`config.mk`:
```
export PLATFORM = sky130hd
export DESIGN_NAME = csct_clock_ctrl
export DESIGN_NICKNAME = d
export VERILOG_FILES = /design/src/verilog/csct_clock_ctrl.v
export VERILOG_INCLUDE_DIRS = /design/src /design/src/verilog
export SDC_FILE = /design/constraint.sdc
export NUM_CORES = 1
export LEC_CHECK = 0
export BUFFER_PORTS_ARGS = -buffer_cell sky130_fd_sc_hd__buf_2
export CORE_UTILIZATION = 48
export DETAILED_ROUTE_END_ITERATION = 8
export PLACE_DENSITY = 0.84
export SYNTH_ARGS = -nofsm -noshare
export SYNTH_HDL_FRONTEND = slang
export SYNTH_SLANG_ARGS = --single-unit
```
`constraint.sdc`:
```
create_clock -name clk_in -period 1.6 [get_ports clk_in]
set_clock_uncertainty 0.15 [all_clocks]
set_input_delay 0.16 -clock clk_in [delete_from_list [all_inputs] [get_ports clk_in]]
set_output_delay 0.16 -clock clk_in [all_outputs]
set_load 0.02 [all_outputs]
```
`src/verilog/csct_consts.vh`:
```
/*
 * Constants for the clock source control, trim and status block:
 * register byte offsets, reset values, mode codes, bus response codes
 * and start-up/synchronisation counts.
 * Assumes inclusion by the block's design file and its test bench.
 */
// How it works
// - Bus clock divides by 1, 2, 4, 8
// - Divider field resets to divide by two
// - Bit 5 picks oscillator high or low range
// - Bit 4 picks high gain or low power
// - Low-power bit stops loop when bypassed, not debugging
// - Bit 2 requests crystal or external clock
// - Bit 1 enables external reference clock output
// - Stop keeps output only with both enables
// - Coarse trim eight bits, binary weighted
// - Larger coarse trim gives longer period
// - Fine trim bit adds smallest period step
// - Trims survive system reset; fine clears at power-on
// - Status bits 7:5 read zero
// - Reference status follows select after synchronisation
// - Mode status follows clock select after synchronisation
// - Clock select codes; code 11 acts as 00
// - Oscillator ready sets after start-up cycles
// - Oscillator ready clears only on system reset or when enable or request clears
`ifndef CSCT_CONSTS_VH
`define CSCT_CONSTS_VH

`define CSCT_OFF_CTRL1      4'h0
`define CSCT_OFF_CTRL2      4'h4
`define CSCT_OFF_TRIM       4'h8
`define CSCT_OFF_STATUS     4'hc
`define CSCT_OFF_IRQ_STAT   5'h10
`define CSCT_OFF_IRQ_CLR    5'h14
`define CSCT_OFF_IRQ_EN     5'h18

`define CSCT_CTRL1_RESET    8'h04
`define CSCT_CTRL2_RESET    8'h40
`define CSCT_TRIM_RESET     8'h80

`define CSCT_CS_LOOP        2'h0
`define CSCT_CS_INT         2'h1
`define CSCT_CS_EXT         2'h2
`define CSCT_CS_RSVD        2'h3

`define CSCT_SYNC_CYCLES    4'h4
`define CSCT_OSC_INIT_CYC   12'h800

`define CSCT_RESP_OKAY      2'h0
`define CSCT_RESP_SLVERR    2'h2

`endif

```
`src/verilog/csct_clock_ctrl.v`:
```
/*
 * Clock source control, trim and status register block with an
 * AXI4-Lite slave, a bus clock divider, oscillator configuration
 * outputs and an interrupt on status changes.
 * Assumes one clock, a synchronous reset and a separate power-on
 * reset input; debug, stop and the selected source arrive as pins.
 */
// Decided for this implementation: the AXI4-Lite slave port and the register addresses.
`include "csct_consts.vh"
`timescale 1ns/10ps
`default_nettype none

module csct_clock_ctrl (
    // Clock and resets
    input  wire        clk_in,
    input  wire        rst_in,
    input  wire        por_in,
    // AXI4-Lite write
    input  wire [4:0]  s_axi_awaddr_in,
    input  wire        s_axi_awvalid_in,
    output reg         s_axi_awready_out,
    input  wire [31:0] s_axi_wdata_in,
    input  wire [3:0]  s_axi_wstrb_in,
    input  wire        s_axi_wvalid_in,
    output reg         s_axi_wready_out,
    output reg  [1:0]  s_axi_bresp_out,
    output reg         s_axi_bvalid_out,
    input  wire        s_axi_bready_in,
    // AXI4-Lite read
    input  wire [4:0]  s_axi_araddr_in,
    input  wire        s_axi_arvalid_in,
    output reg         s_axi_arready_out,
    output reg  [31:0] s_axi_rdata_out,
    output reg  [1:0]  s_axi_rresp_out,
    output reg         s_axi_rvalid_out,
    input  wire        s_axi_rready_in,
    // System pins
    input  wire        debug_mode_active_in,
    input  wire        stop_mode_in,
    input  wire        src_clk_in,
    // Clock outputs, configuration and interrupt
    output reg         bus_clk_out,
    output reg         osc_high_range_out,
    output reg         osc_high_gain_out,
    output reg         ext_ref_source_sel_out,
    output reg         ext_ref_clock_out,
    output reg         loop_enable_out,
    output reg  [8:0]  ref_trim_out,
    output reg  [1:0]  clock_select_out,
    output reg         ref_select_out,
    output reg         irq_out
);

////////////////////////////////////////////////////////////////////////
// Registers
reg  [7:0]  ctrl1_r;
reg  [7:0]  ctrl2_r;
reg  [7:0]  trim_r;
reg         fine_trim_r;
reg         ref_source_status_r;
reg  [1:0]  clock_mode_status_r;
reg         osc_ready_r;
reg  [2:0]  irq_stat_r;
reg  [2:0]  irq_en_r;

// Synchronisers for outside pins
reg  [2:0]  pin_s1_r;
reg  [2:0]  pin_s2_r;
reg         src_prev_r;

// Delayed status tracking and bus clock division
reg  [3:0]  sync_cnt_r;
reg  [11:0] osc_cnt_r;
reg  [2:0]  div_cnt_r;

// Bus slave state
reg         aw_held_r;
reg         w_held_r;
reg  [4:0]  aw_addr_r;
reg  [31:0] w_data_r;
reg  [3:0]  w_strb_r;

wire        dbg_s       = pin_s2_r[0];
wire        stop_s      = pin_s2_r[1];
wire        src_s       = pin_s2_r[2];
wire [1:0]  bus_divider = ctrl2_r[7:6];
wire        lp_bit      = ctrl2_r[3];
wire        ext_ref_source_sel_bit   = ctrl2_r[2];
wire        ext_ref_out_en_bit = ctrl2_r[1];
wire        ext_ref_stop_en    = ctrl2_r[0];
wire [1:0]  cs_raw      = ctrl1_r[7:6];
wire [1:0]  cs_eff      = (cs_raw == `CSCT_CS_RSVD) ? `CSCT_CS_LOOP : cs_raw;
wire        ref_select_bit   = ctrl1_r[2];
wire        ext_mode    = (cs_eff == `CSCT_CS_EXT) || !ref_select_bit;
wire        osc_wanted  = ext_ref_source_sel_bit && (ext_ref_out_en_bit || ext_mode);
wire [7:0]  status_rd   = {3'h0, ref_source_status_r, clock_mode_status_r,
                           osc_ready_r, fine_trim_r};

////////////////////////////////////////////////////////////////////////
// Write channel
wire        wr_go   = aw_held_r && w_held_r && !s_axi_bvalid_out;
wire        wr_ctl1 = wr_go && (aw_addr_r[4:2] == `CSCT_OFF_CTRL1 >> 2) && w_strb_r[0];
wire        wr_ctl2 = wr_go && (aw_addr_r[4:2] == `CSCT_OFF_CTRL2 >> 2) && w_strb_r[0];
wire        wr_trim = wr_go && (aw_addr_r[4:2] == `CSCT_OFF_TRIM >> 2) && w_strb_r[0];
wire        wr_stat = wr_go && (aw_addr_r[4:2] == `CSCT_OFF_STATUS >> 2) && w_strb_r[0];
wire        wr_iclr = wr_go && (aw_addr_r == `CSCT_OFF_IRQ_CLR) && w_strb_r[0];
wire        wr_ien  = wr_go && (aw_addr_r == `CSCT_OFF_IRQ_EN) && w_strb_r[0];
wire        wr_ok   = wr_ctl1 || wr_ctl2 || wr_trim || wr_stat || wr_iclr || wr_ien ||
                      (wr_go && (aw_addr_r == `CSCT_OFF_IRQ_STAT));

always @(posedge clk_in) begin
    if (rst_in) begin
        aw_held_r         <= 1'b0;
        w_held_r          <= 1'b0;
        aw_addr_r         <= 5'h00;
        w_data_r          <= 32'h0000_0000;
        w_strb_r          <= 4'h0;
        s_axi_awready_out <= 1'b0;
        s_axi_wready_out  <= 1'b0;
        s_axi_bvalid_out  <= 1'b0;
        s_axi_bresp_out   <= `CSCT_RESP_OKAY;
    end else begin
        s_axi_awready_out <= !aw_held_r && !s_axi_awready_out && !s_axi_bvalid_out;
        s_axi_wready_out  <= !w_held_r && !s_axi_wready_out && !s_axi_bvalid_out;
        if (s_axi_awvalid_in && s_axi_awready_out) begin
            aw_held_r <= 1'b1;
            aw_addr_r <= s_axi_awaddr_in;
            s_axi_awready_out <= 1'b0;
        end
        if (s_axi_wvalid_in && s_axi_wready_out) begin
            w_held_r <= 1'b1;
            w_data_r <= s_axi_wdata_in;
            w_strb_r <= s_axi_wstrb_in;
            s_axi_wready_out <= 1'b0;
        end
        if (wr_go) begin
            aw_held_r        <= 1'b0;
            w_held_r         <= 1'b0;
            s_axi_bvalid_out <= 1'b1;
            s_axi_bresp_out  <= wr_ok ? `CSCT_RESP_OKAY : `CSCT_RESP_SLVERR;
        end else if (s_axi_bvalid_out && s_axi_bready_in) begin
            s_axi_bvalid_out <= 1'b0;
        end
    end
end

////////////////////////////////////////////////////////////////////////
// Read channel
always @(posedge clk_in) begin
    if (rst_in) begin
        s_axi_arready_out <= 1'b0;
        s_axi_rvalid_out  <= 1'b0;
        s_axi_rdata_out   <= 32'h0000_0000;
        s_axi_rresp_out   <= `CSCT_RESP_OKAY;
    end else begin
        s_axi_arready_out <= !s_axi_arready_out && !s_axi_rvalid_out;
        if (s_axi_arvalid_in && s_axi_arready_out) begin
            s_axi_arready_out <= 1'b0;
            s_axi_rvalid_out  <= 1'b1;
            s_axi_rresp_out   <= `CSCT_RESP_OKAY;
            if (s_axi_araddr_in[4:2] == `CSCT_OFF_CTRL1 >> 2) begin
                s_axi_rdata_out <= {24'h000000, ctrl1_r};
            end else if (s_axi_araddr_in[4:2] == `CSCT_OFF_CTRL2 >> 2) begin
                s_axi_rdata_out <= {24'h000000, ctrl2_r};
            end else if (s_axi_araddr_in[4:2] == `CSCT_OFF_TRIM >> 2) begin
                s_axi_rdata_out <= {24'h000000, trim_r};
            end else if (s_axi_araddr_in[4:2] == `CSCT_OFF_STATUS >> 2) begin
                s_axi_rdata_out <= {24'h000000, status_rd};
            end else if (s_axi_araddr_in == `CSCT_OFF_IRQ_STAT) begin
                s_axi_rdata_out <= {29'h00000000, irq_stat_r};
            end else if (s_axi_araddr_in == `CSCT_OFF_IRQ_CLR) begin
                s_axi_rdata_out <= 32'h0000_0000;
            end else if (s_axi_araddr_in == `CSCT_OFF_IRQ_EN) begin
                s_axi_rdata_out <= {29'h00000000, irq_en_r};
            end else begin
                s_axi_rdata_out <= 32'h0000_0000;
                s_axi_rresp_out <= `CSCT_RESP_SLVERR;
            end
        end else if (s_axi_rvalid_out && s_axi_rready_in) begin
            s_axi_rvalid_out <= 1'b0;
        end
    end
end

////////////////////////////////////////////////////////////////////////
// Control registers; trims keep their value over system reset
always @(posedge clk_in) begin
    if (rst_in) begin
        ctrl1_r <= `CSCT_CTRL1_RESET;
        ctrl2_r <= `CSCT_CTRL2_RESET;
    end else begin
        if (wr_ctl1) begin
            ctrl1_r <= w_data_r[7:0];
        end
        if (wr_ctl2) begin
            ctrl2_r <= w_data_r[7:0];
        end
    end
end

always @(posedge clk_in) begin
    if (por_in) begin
        trim_r      <= `CSCT_TRIM_RESET;
        fine_trim_r <= 1'b0;
    end else begin
        if (wr_trim) begin
            trim_r <= w_data_r[7:0];
        end
        if (wr_stat) begin
            fine_trim_r <= w_data_r[0];
        end
    end
end

////////////////////////////////////////////////////////////////////////
// Pin synchronisers and delayed status
always @(posedge clk_in) begin
    if (rst_in) begin
        pin_s1_r <= 3'h0;
        pin_s2_r <= 3'h0;
    end else begin
        pin_s1_r <= {src_clk_in, stop_mode_in, debug_mode_active_in};
        pin_s2_r <= pin_s1_r;
    end
end

// Status only moves after selections stay stable for the sync count
always @(posedge clk_in) begin
    if (rst_in) begin
        sync_cnt_r          <= 4'h0;
        ref_source_status_r <= 1'b1;
        clock_mode_status_r <= `CSCT_CS_LOOP;
    end else if (wr_ctl1) begin
        sync_cnt_r <= 4'h0;
    end else if (sync_cnt_r != `CSCT_SYNC_CYCLES) begin
        sync_cnt_r <= sync_cnt_r + 4'h1;
    end else begin
        ref_source_status_r <= ref_select_bit;
        clock_mode_status_r <= cs_eff;
    end
end

// Start-up wait of the oscillator; cleared only by system reset or by dropping the output enable or the request
always @(posedge clk_in) begin
    if (rst_in) begin
        osc_cnt_r   <= 12'h000;
        osc_ready_r <= 1'b0;
    end else if (!ext_ref_out_en_bit || !ext_ref_source_sel_bit) begin
        osc_cnt_r   <= 12'h000;
        osc_ready_r <= 1'b0;
    end else if (osc_wanted && !osc_ready_r) begin
        if (osc_cnt_r == `CSCT_OSC_INIT_CYC) begin
            osc_ready_r <= 1'b1;
        end else begin
            osc_cnt_r <= osc_cnt_r + 12'h001;
        end
    end
end

////////////////////////////////////////////////////////////////////////
// Bus clock divider and configuration outputs
// The source is sampled, not used as a clock, so the bus clock
// is only as fine as the system clock; a source faster than half
// the system clock cannot be followed.
// Toggling every div_top+1 source edges gives a full bus period
// of that many source periods.
wire        src_rise = src_s && !src_prev_r;
wire [2:0]  div_top  = (3'h1 << bus_divider) - 3'h1;

always @(posedge clk_in) begin
    if (rst_in) begin
        src_prev_r  <= 1'b0;
        div_cnt_r   <= 3'h0;
        bus_clk_out <= 1'b0;
    end else begin
        src_prev_r <= src_s;
        if (bus_divider == 2'h0) begin
            bus_clk_out <= src_s;
            div_cnt_r   <= 3'h0;
        end else if (src_s != src_prev_r) begin
            // Greater-or-equal so a smaller divider written mid-count
            // still wraps at once instead of running on to seven
            if (div_cnt_r >= div_top) begin
                div_cnt_r   <= 3'h0;
                bus_clk_out <= !bus_clk_out;
            end else begin
                div_cnt_r <= div_cnt_r + 3'h1;
            end
        end
    end
end

// Interrupt events: the reference, mode and oscillator ready status fields each flag a change once they move
// Last oscillator ready level, for its change event
reg         osc_wanted_prev;
wire        mode_chg = (sync_cnt_r == `CSCT_SYNC_CYCLES) && (clock_mode_status_r != cs_eff);
wire        ref_chg  = (sync_cnt_r == `CSCT_SYNC_CYCLES) && (ref_source_status_r != ref_select_bit);
wire [2:0]  irq_evt = {osc_ready_r ^ osc_wanted_prev, mode_chg, ref_chg};

always @(posedge clk_in) begin
    if (rst_in) begin
        osc_high_range_out     <= 1'b0;
        osc_high_gain_out      <= 1'b0;
        ext_ref_source_sel_out <= 1'b0;
        ext_ref_clock_out      <= 1'b0;
        loop_enable_out        <= 1'b1;
        // Trims survive a system reset, so their output does too
        ref_trim_out           <= {trim_r, fine_trim_r};
        clock_select_out       <= `CSCT_CS_LOOP;
        ref_select_out         <= 1'b1;
        irq_stat_r             <= 3'h0;
        irq_en_r               <= 3'h0;
        irq_out                <= 1'b0;
        osc_wanted_prev        <= 1'b0;
    end else begin
        osc_high_range_out     <= ctrl2_r[5];
        osc_high_gain_out      <= ctrl2_r[4];
        ext_ref_source_sel_out <= ext_ref_source_sel_bit;
        ext_ref_clock_out      <= ext_ref_out_en_bit && (!stop_s || ext_ref_stop_en);
        loop_enable_out        <= !stop_s && !(lp_bit && !dbg_s &&
                                  (clock_mode_status_r != `CSCT_CS_LOOP));
        ref_trim_out           <= {trim_r, fine_trim_r};
        clock_select_out       <= cs_eff;
        ref_select_out         <= ref_select_bit;
        osc_wanted_prev        <= osc_ready_r;
        if (wr_ien) begin
            irq_en_r <= w_data_r[2:0];
        end
        // A new event wins over a clear in the same cycle
        irq_stat_r <= (irq_stat_r & ~(wr_iclr ? w_data_r[2:0] : 3'h0)) | irq_evt;
        irq_out    <= |(irq_stat_r & irq_en_r);
    end
end

endmodule

`default_nettype wire

```
# Word-level counts from Yosys, hierarchy flattened
# Cells that the tools add are included.
dict set report word_totals {
  reg_bits 138
  in_bits 57
  output_inout_bits 60
  wordCells 176
}
dict set report op_classes {
  order_cmp 1
  reduce_logical 78
  add_sub_neg 4
  n_shift 1
  bitwise 8
  n_mux 25
  n_eq_ne 20
}
# cell n
set ops {}
lappend ops {{$logic_and 1x1->1} 33}
lappend ops {{$eq 5x5->1 const B} 6}
lappend ops {{$mux 8} 3}
lappend ops {{$mux 2} 9}
lappend ops {{$logic_not 1->1} 15}
lappend ops {{$mux 3} 5}
lappend ops {{$reduce_or 2->1} 7}
lappend ops {{$add 12x1->12 const B} 1}
lappend ops {{$eq 12x12->1 const B} 1}
lappend ops {{$eq 3x2->1 const B} 4}
lappend ops {{$logic_or 1x1->1} 10}
lappend ops {{$reduce_bool 2->1} 5}
lappend ops {{$reduce_and 2->1} 4}
lappend ops {{$mux 1} 7}
lappend ops {{$and 3x3->3} 2}
lappend ops {{$eq 3x1->1 const B} 2}
lappend ops {{$logic_not 3->1} 2}
lappend ops {{$mux 5} 1}
lappend ops {{$add 4x1->4 const B} 1}
lappend ops {{$eq 2x2->1 const B} 2}
lappend ops {{$eq 4x3->1 const B} 1}
lappend ops {{$ne 4x3->1 const B} 1}
lappend ops {{$add 3x1->3 const B} 1}
lappend ops {{$ge 3x3->1} 1}
lappend ops {{10 further kinds} 13}

# Longest topological paths before layout
dict set report depth {
  ltp_word 11
  depth_mapped 7
  mapped_depth_nobuf 7
}

# Worst setup path after synthesis
# Ideal clock, no wire load.
dict set report synth_timing {
  path_kind {reg2reg}
  startpoint {register s_axi_bvalid_out}
  endpoint {register trim_r[7]}
  arrival_ps 1424
  stages_incl_launch_ff 6
  slack_ps -94
  setup_ps 120
  synth_period_minus_slack_ps 1694
  n_path_buf 2
  required_ps 1330
  cell_sequence {dfxtp_1 -> and3b_1 -> buf_4 -> and4b_1 -> buf_6 -> a211o_1}
}
dict set report synth_via {
  elab_chain_len 4
}
# element line
set synth_rtl {}
lappend synth_rtl {{from (decl)} csct_clock_ctrl.v:27} ;# output reg s_axi_bvalid_out,
lappend synth_rtl {{from (signal assigned)} csct_clock_ctrl.v:120} ;# s_axi_bvalid_out <= 1'b0;
lappend synth_rtl {{from (signal assigned)} csct_clock_ctrl.v:139} ;# s_axi_bvalid_out <= 1'b1;
lappend synth_rtl {{from (signal assigned)} csct_clock_ctrl.v:142} ;# s_axi_bvalid_out <= 1'b0;
lappend synth_rtl {{$logic_not 1->1} csct_clock_ctrl.v:101} ;# wire wr_go = aw_held_r && w_held_r && !s_axi_bvalid_out;
lappend synth_rtl {{$logic_and 1x1->1} csct_clock_ctrl.v:101}
lappend synth_rtl {{$logic_and 1x1->1 (2 in series)} csct_clock_ctrl.v:104} ;# wire wr_trim = wr_go && (aw_addr_r[4:2] == `CSCT_OFF_TRIM >> 2) && w_strb_r[0];
lappend synth_rtl {{to (signal assigned)} csct_clock_ctrl.v:203} ;# trim_r <= `CSCT_TRIM_RESET;
lappend synth_rtl {{to (signal assigned)} csct_clock_ctrl.v:207} ;# trim_r <= w_data_r[7:0];
lappend synth_rtl {{to (decl)} csct_clock_ctrl.v:58} ;# reg [7:0] trim_r;
# Every way passes these cells.
# A chain may end at the register's enable or synchronous reset.

# Worst setup path after layout
dict set report layout_timing {
  startpoint {register osc_cnt_r[0]}
  endpoint {register osc_cnt_r[4]}
}
dict set report layout_via {
  elab_chain_len 3
  word_cells_on_any_way 4
  cone_classes {1 x add/sub; 1 x eq/ne; 1 x bitwise; 1 x reduce/logical}
}
# element line
set layout_rtl {}
lappend layout_rtl {{from (decl)} csct_clock_ctrl.v:73} ;# reg [11:0] osc_cnt_r;
lappend layout_rtl {{from (signal assigned)} csct_clock_ctrl.v:255} ;# osc_cnt_r <= osc_cnt_r + 12'h001;
lappend layout_rtl {{parallel branches: the longest is 3 deep, another holds $add 12x1->12} --}
# Several ways; the timed one is not identified.

==> summary.txt <==
Global route
  – Vias in the first global route: approximately 3900
  – Largest net degree at the start of global routing: 23
  – Global route overflow: 0
  – First-pass GRT wire length: 19.0 mm
  – Initial antenna violation count: 0
  – Total global-route track usage: a little under a quarter

Routing
  – Pre-Repair DR Iteration Count: 5
  – Avg Vias per Cell: between 5 and 6
  – ANT nets after route: 0
  – Via count: between 4000 and 5000
  – Detailed Route WL: 12.8 mm
  – Avg WL per Cell: roughly 16 um
  – DRT iter0 DRCs: about 240
  – DRC viols: 0

Timing
  – Max-slew violation count: 0
  – Fmax: approximately 600 MHz
  – Final setup fails: 13
  – RSZ-0062 raised after global routing: yes
  – Tmin final: about 1.7 ns
  – Setup WS post-layout: -0.0795 ns
  – Final period util: 105%
  – Hold Fails Final Rpt: 0

Power
  – NetSw: approximately 1.5 mW
  – Pwr Density: approximately 850 nW/um2
  – Final Power: 5.27 mW
  – Flop pwr share: around 56%
  – Sw frac: 28.5%
  – Combinational Power Share: approximately 13%
  – Internal Power: between 3 and 4 mW
  – Leak: roughly 2.6 nW
  – VDD IR max: approximately 440 uV
  – Proportion of power drawn by the clock network: 30.9%

Worst setup path
  – Worst R2R Start: osc_cnt_r[0]
  – Worst path arrival time: ~1.8 ns
  – Reg2reg end: osc_cnt_r[4]
  – Crit path kind: reg2reg
  – Req. time, crit path: ~1.7 ns
  – Worst reg2reg setup slack: -0.08 ns
  – CP Capture Type: flop
  – CP Max Fanout: 4
  – Cells on worst reg2reg path: 6
  – Setup crit start kind: flop

Logic synthesis
  – Mux cell area share after synthesis: between 6 and 7%
  – Synth Area per Inst: 9.25 um2
  – Sequential share of the synthesized area: 46.3%
  – Post-synth EDFFs: 0
  – Mapped Area: just under 5000 um2
  – Post-Synth XOR/XNOR Area: ~2.5%
  – Gate Count Post-Synth: ~520
  – Yosys reg bits: between 100 and 150
  – Distinct cells, synth: a little under 60
  – Synth Warn #: 0
  – Post-Synth Simple-Gate Area: between 20% and 30%
  – Asr flop ratio synth: 0%
  – Largest family of logic cells by synthesized area: simple AND/OR/NAND/NOR gates
  – Complex-gate fraction of the synthesized area: between 10% and 20%
  – Ys flop type: dfxtp_1
  – Post-Synth Adder-Cell Area: under 10%

Clocking
  – CTS Buf Count: 9
  – CTS Sinks: roughly 110
  – Htree depth: 3
  – Worst skew pair latency: just under 0.4 ns
  – CTS tree: built
  – Clock transition at the registers of the reported paths: between 0.1 and 0.15 ns
  – Clk buf depth: 2
  – Root Buffer: clkbuf_8

Min path
  – HP Class: in2reg
  – Hold Path Depth: 4
  – Hold Path Sink: s_axi_rresp_out[1]
  – Hold Startpoint: s_axi_araddr_in[0]

Die
  – Starting Density: 49.5%
  – Core area: ~9800 um2
  – Die Width: 102 um
  – Ports: about 120
  – DIE HEIGHT: about 100 um
  – Die ar.: approximately 10000 um2
  – Cell Rows: 36

Place
  – DP Worst Slack: -0.275 ns
  – Port Buffers: 63
  – Detailed placement HPWL: roughly 8 mm
  – GP Congestion: approximately 0.85
  – Placed instance count: ~730

Finish
  – # fillers: about 760
  – Final Util: 63.8%
  – Layout cells sized above 1: just under 30%
  – Antenna cell count: 0
  – Nets: around 700
  – P&R area growth vs syn: 28.9%
  – Final Instance Count excl. Fillers: ~790

Status
  – Failing checks: setup timing
  – Outcome: finished with violations

Job
  – Max cap viols: 0
==> worst max-delay path, stage by stage, from the launching register on <==
cell and delay [ns]:
dfxtp_4 0.40, ha_2 0.22, buf_4 0.12, nand3_1 0.11, a211oi_2 0.26, xnor2_1 0.22, nor2_1 0.08
==> per-stage QoR <==
stage	hold WS (ns)	cell area (um2)	TNS (ns)
floorplan	0.138	4940	0
global placement	0.215	5400	-0.641
detailed placement	0.217	5400	-3.30
CTS	0.0573	5990	-0.182
global route	0.0564	6240	-1.33
finish	0.0636	6240	-0.270
==> flip-flops by register name (all words and copies together) (netlist names), 2 cells and up <==
name and flops:
ref_trim_out 9, sync_cnt_r 4, pin_s1_r 3, irq_en_r 3
ctrl1_r 8, trim_r 8, ctrl2_r 8, irq_stat_r 3
s_axi_rdata_out 8, osc_cnt_r 12, pin_s2_r 3, w_data_r 8
clock_select_out 2, aw_addr_r 5, div_cnt_r 3, clock_mode_status_r 2
==> repair_timing <==
item | CTS | global route
hold endpoints to repair | 30 | 0
hold buffers | 27 | 0
cloned | 0 | 0
resized for setup | 26 | 41
buffers inserted | 6 | 11
pin swaps | 9 | 18
setup endpoints to repair | 45 | 57
==> kinds of logic after synthesis <==
kind of cell,after synthesis
AND/OR/NAND/NOR,191
multiplexers,31
buffers and inverters,69
AO/OA/AOI/OAI,97
other,1
XOR/XNOR,14
flip-flops,112
adder cells (fa/ha/maj),8
==> routing by layer <==
layer  share of wire [%]  global-route usage, %
met5                   0                      0
met4                 2.8                   12.0
met1                  39                   27.7
met2                  53                   41.5
met3                 5.0                   4.86
==> worst max-delay path by stage <==
stage	from	to	slack (ns)	cells past startpoint
global route	osc_cnt_r[1]	osc_cnt_r[0]	-0.12	6
finish	osc_cnt_r[0]	osc_cnt_r[4]	-0.08	6
detailed placement	ctrl1_r[2]	osc_cnt_r[0]	-0.28	4
floorplan	s_axi_bvalid_out	trim_r[7]	0.003	5
CTS	ctrl2_r[7]	div_cnt_r[2]	-0.05	7
global placement	ctrl1_r[2]	osc_cnt_r[1]	-0.12	4
==> power groups by stage <==
stage	Combinational [mW]	Clock, mW	Sequential, mW
after floorplan	0.398	0	3.02
after global placement	0.514	0	3.01
after detailed placement	0.543	0	3.02
after CTS	0.623	1.64	2.96
after global routing	0.729	1.76	2.97
final	0.677	1.63	2.96
==> layout make-up <==
| cell class | instances | area, um2 | share of cell area [%] |
|---|---|---|---|
| clock buffers | 9 | 124 | 1.99 |
| clock inverters | 7 | 60.1 | 0.963 |
| inverters | 17 | 66.3 | 1.06 |
| multi-input cells | 367 | 2520 | 40.4 |
| flip-flops and latches | 112 | 2280 | 36.5 |
| well taps | 133 | 166 | 2.67 |
| repair buffers | 142 | 1020 | 16.4 |
==> layout by cell type, fill, tap and decap left out, drive strengths merged, types with 3 or more instances in the layout <==
master / Yosys / routed
mux2i: 29 / 29
conb: 1 / 26
clkinv: 0 / 3
xor2: 4 / 4
o211a: 3 / 3
and2: 3 / 3
nand2b: 12 / 12
a21oi: 39 / 39
nor4b: 3 / 3
nor3b: 4 / 4
a2111oi: 4 / 4
nand3b: 3 / 3
o2bb2ai: 3 / 3
xnor2: 10 / 10
a31oi: 3 / 3
dlygate4sd3: 0 / 27
nand3: 16 / 16
clkbuf: 10 / 9
nand4: 3 / 3
nor2b: 17 / 17
nor3: 11 / 11
o211ai: 3 / 3
a211o: 6 / 6
nor2: 48 / 48
o21ai: 8 / 8
a22oi: 5 / 5
a21o: 4 / 4
nand2: 58 / 58
ha: 8 / 8
buf: 42 / 115
a221oi: 3 / 3
inv: 17 / 21
a211oi: 7 / 7
dfxtp: 112 / 112
==> Yosys cell counts (10+ instances only) <==
library cell / number / area, um2
mux2i_1: 29 / 290
nand2_1: 58 / 218
buf_4: 30 / 225
clkbuf_1: 10 / 37.5
nand2b_1: 12 / 75.1
a21oi_1: 38 / 190
inv_1: 16 / 60.1
nor2b_1: 17 / 106
xnor2_1: 10 / 87.6
nor2_1: 48 / 180
nand3_1: 16 / 80.1
dfxtp_1: 112 / 2240
nor3_1: 11 / 55.1
No activity file was read; power rests on OpenSTA's default activity.
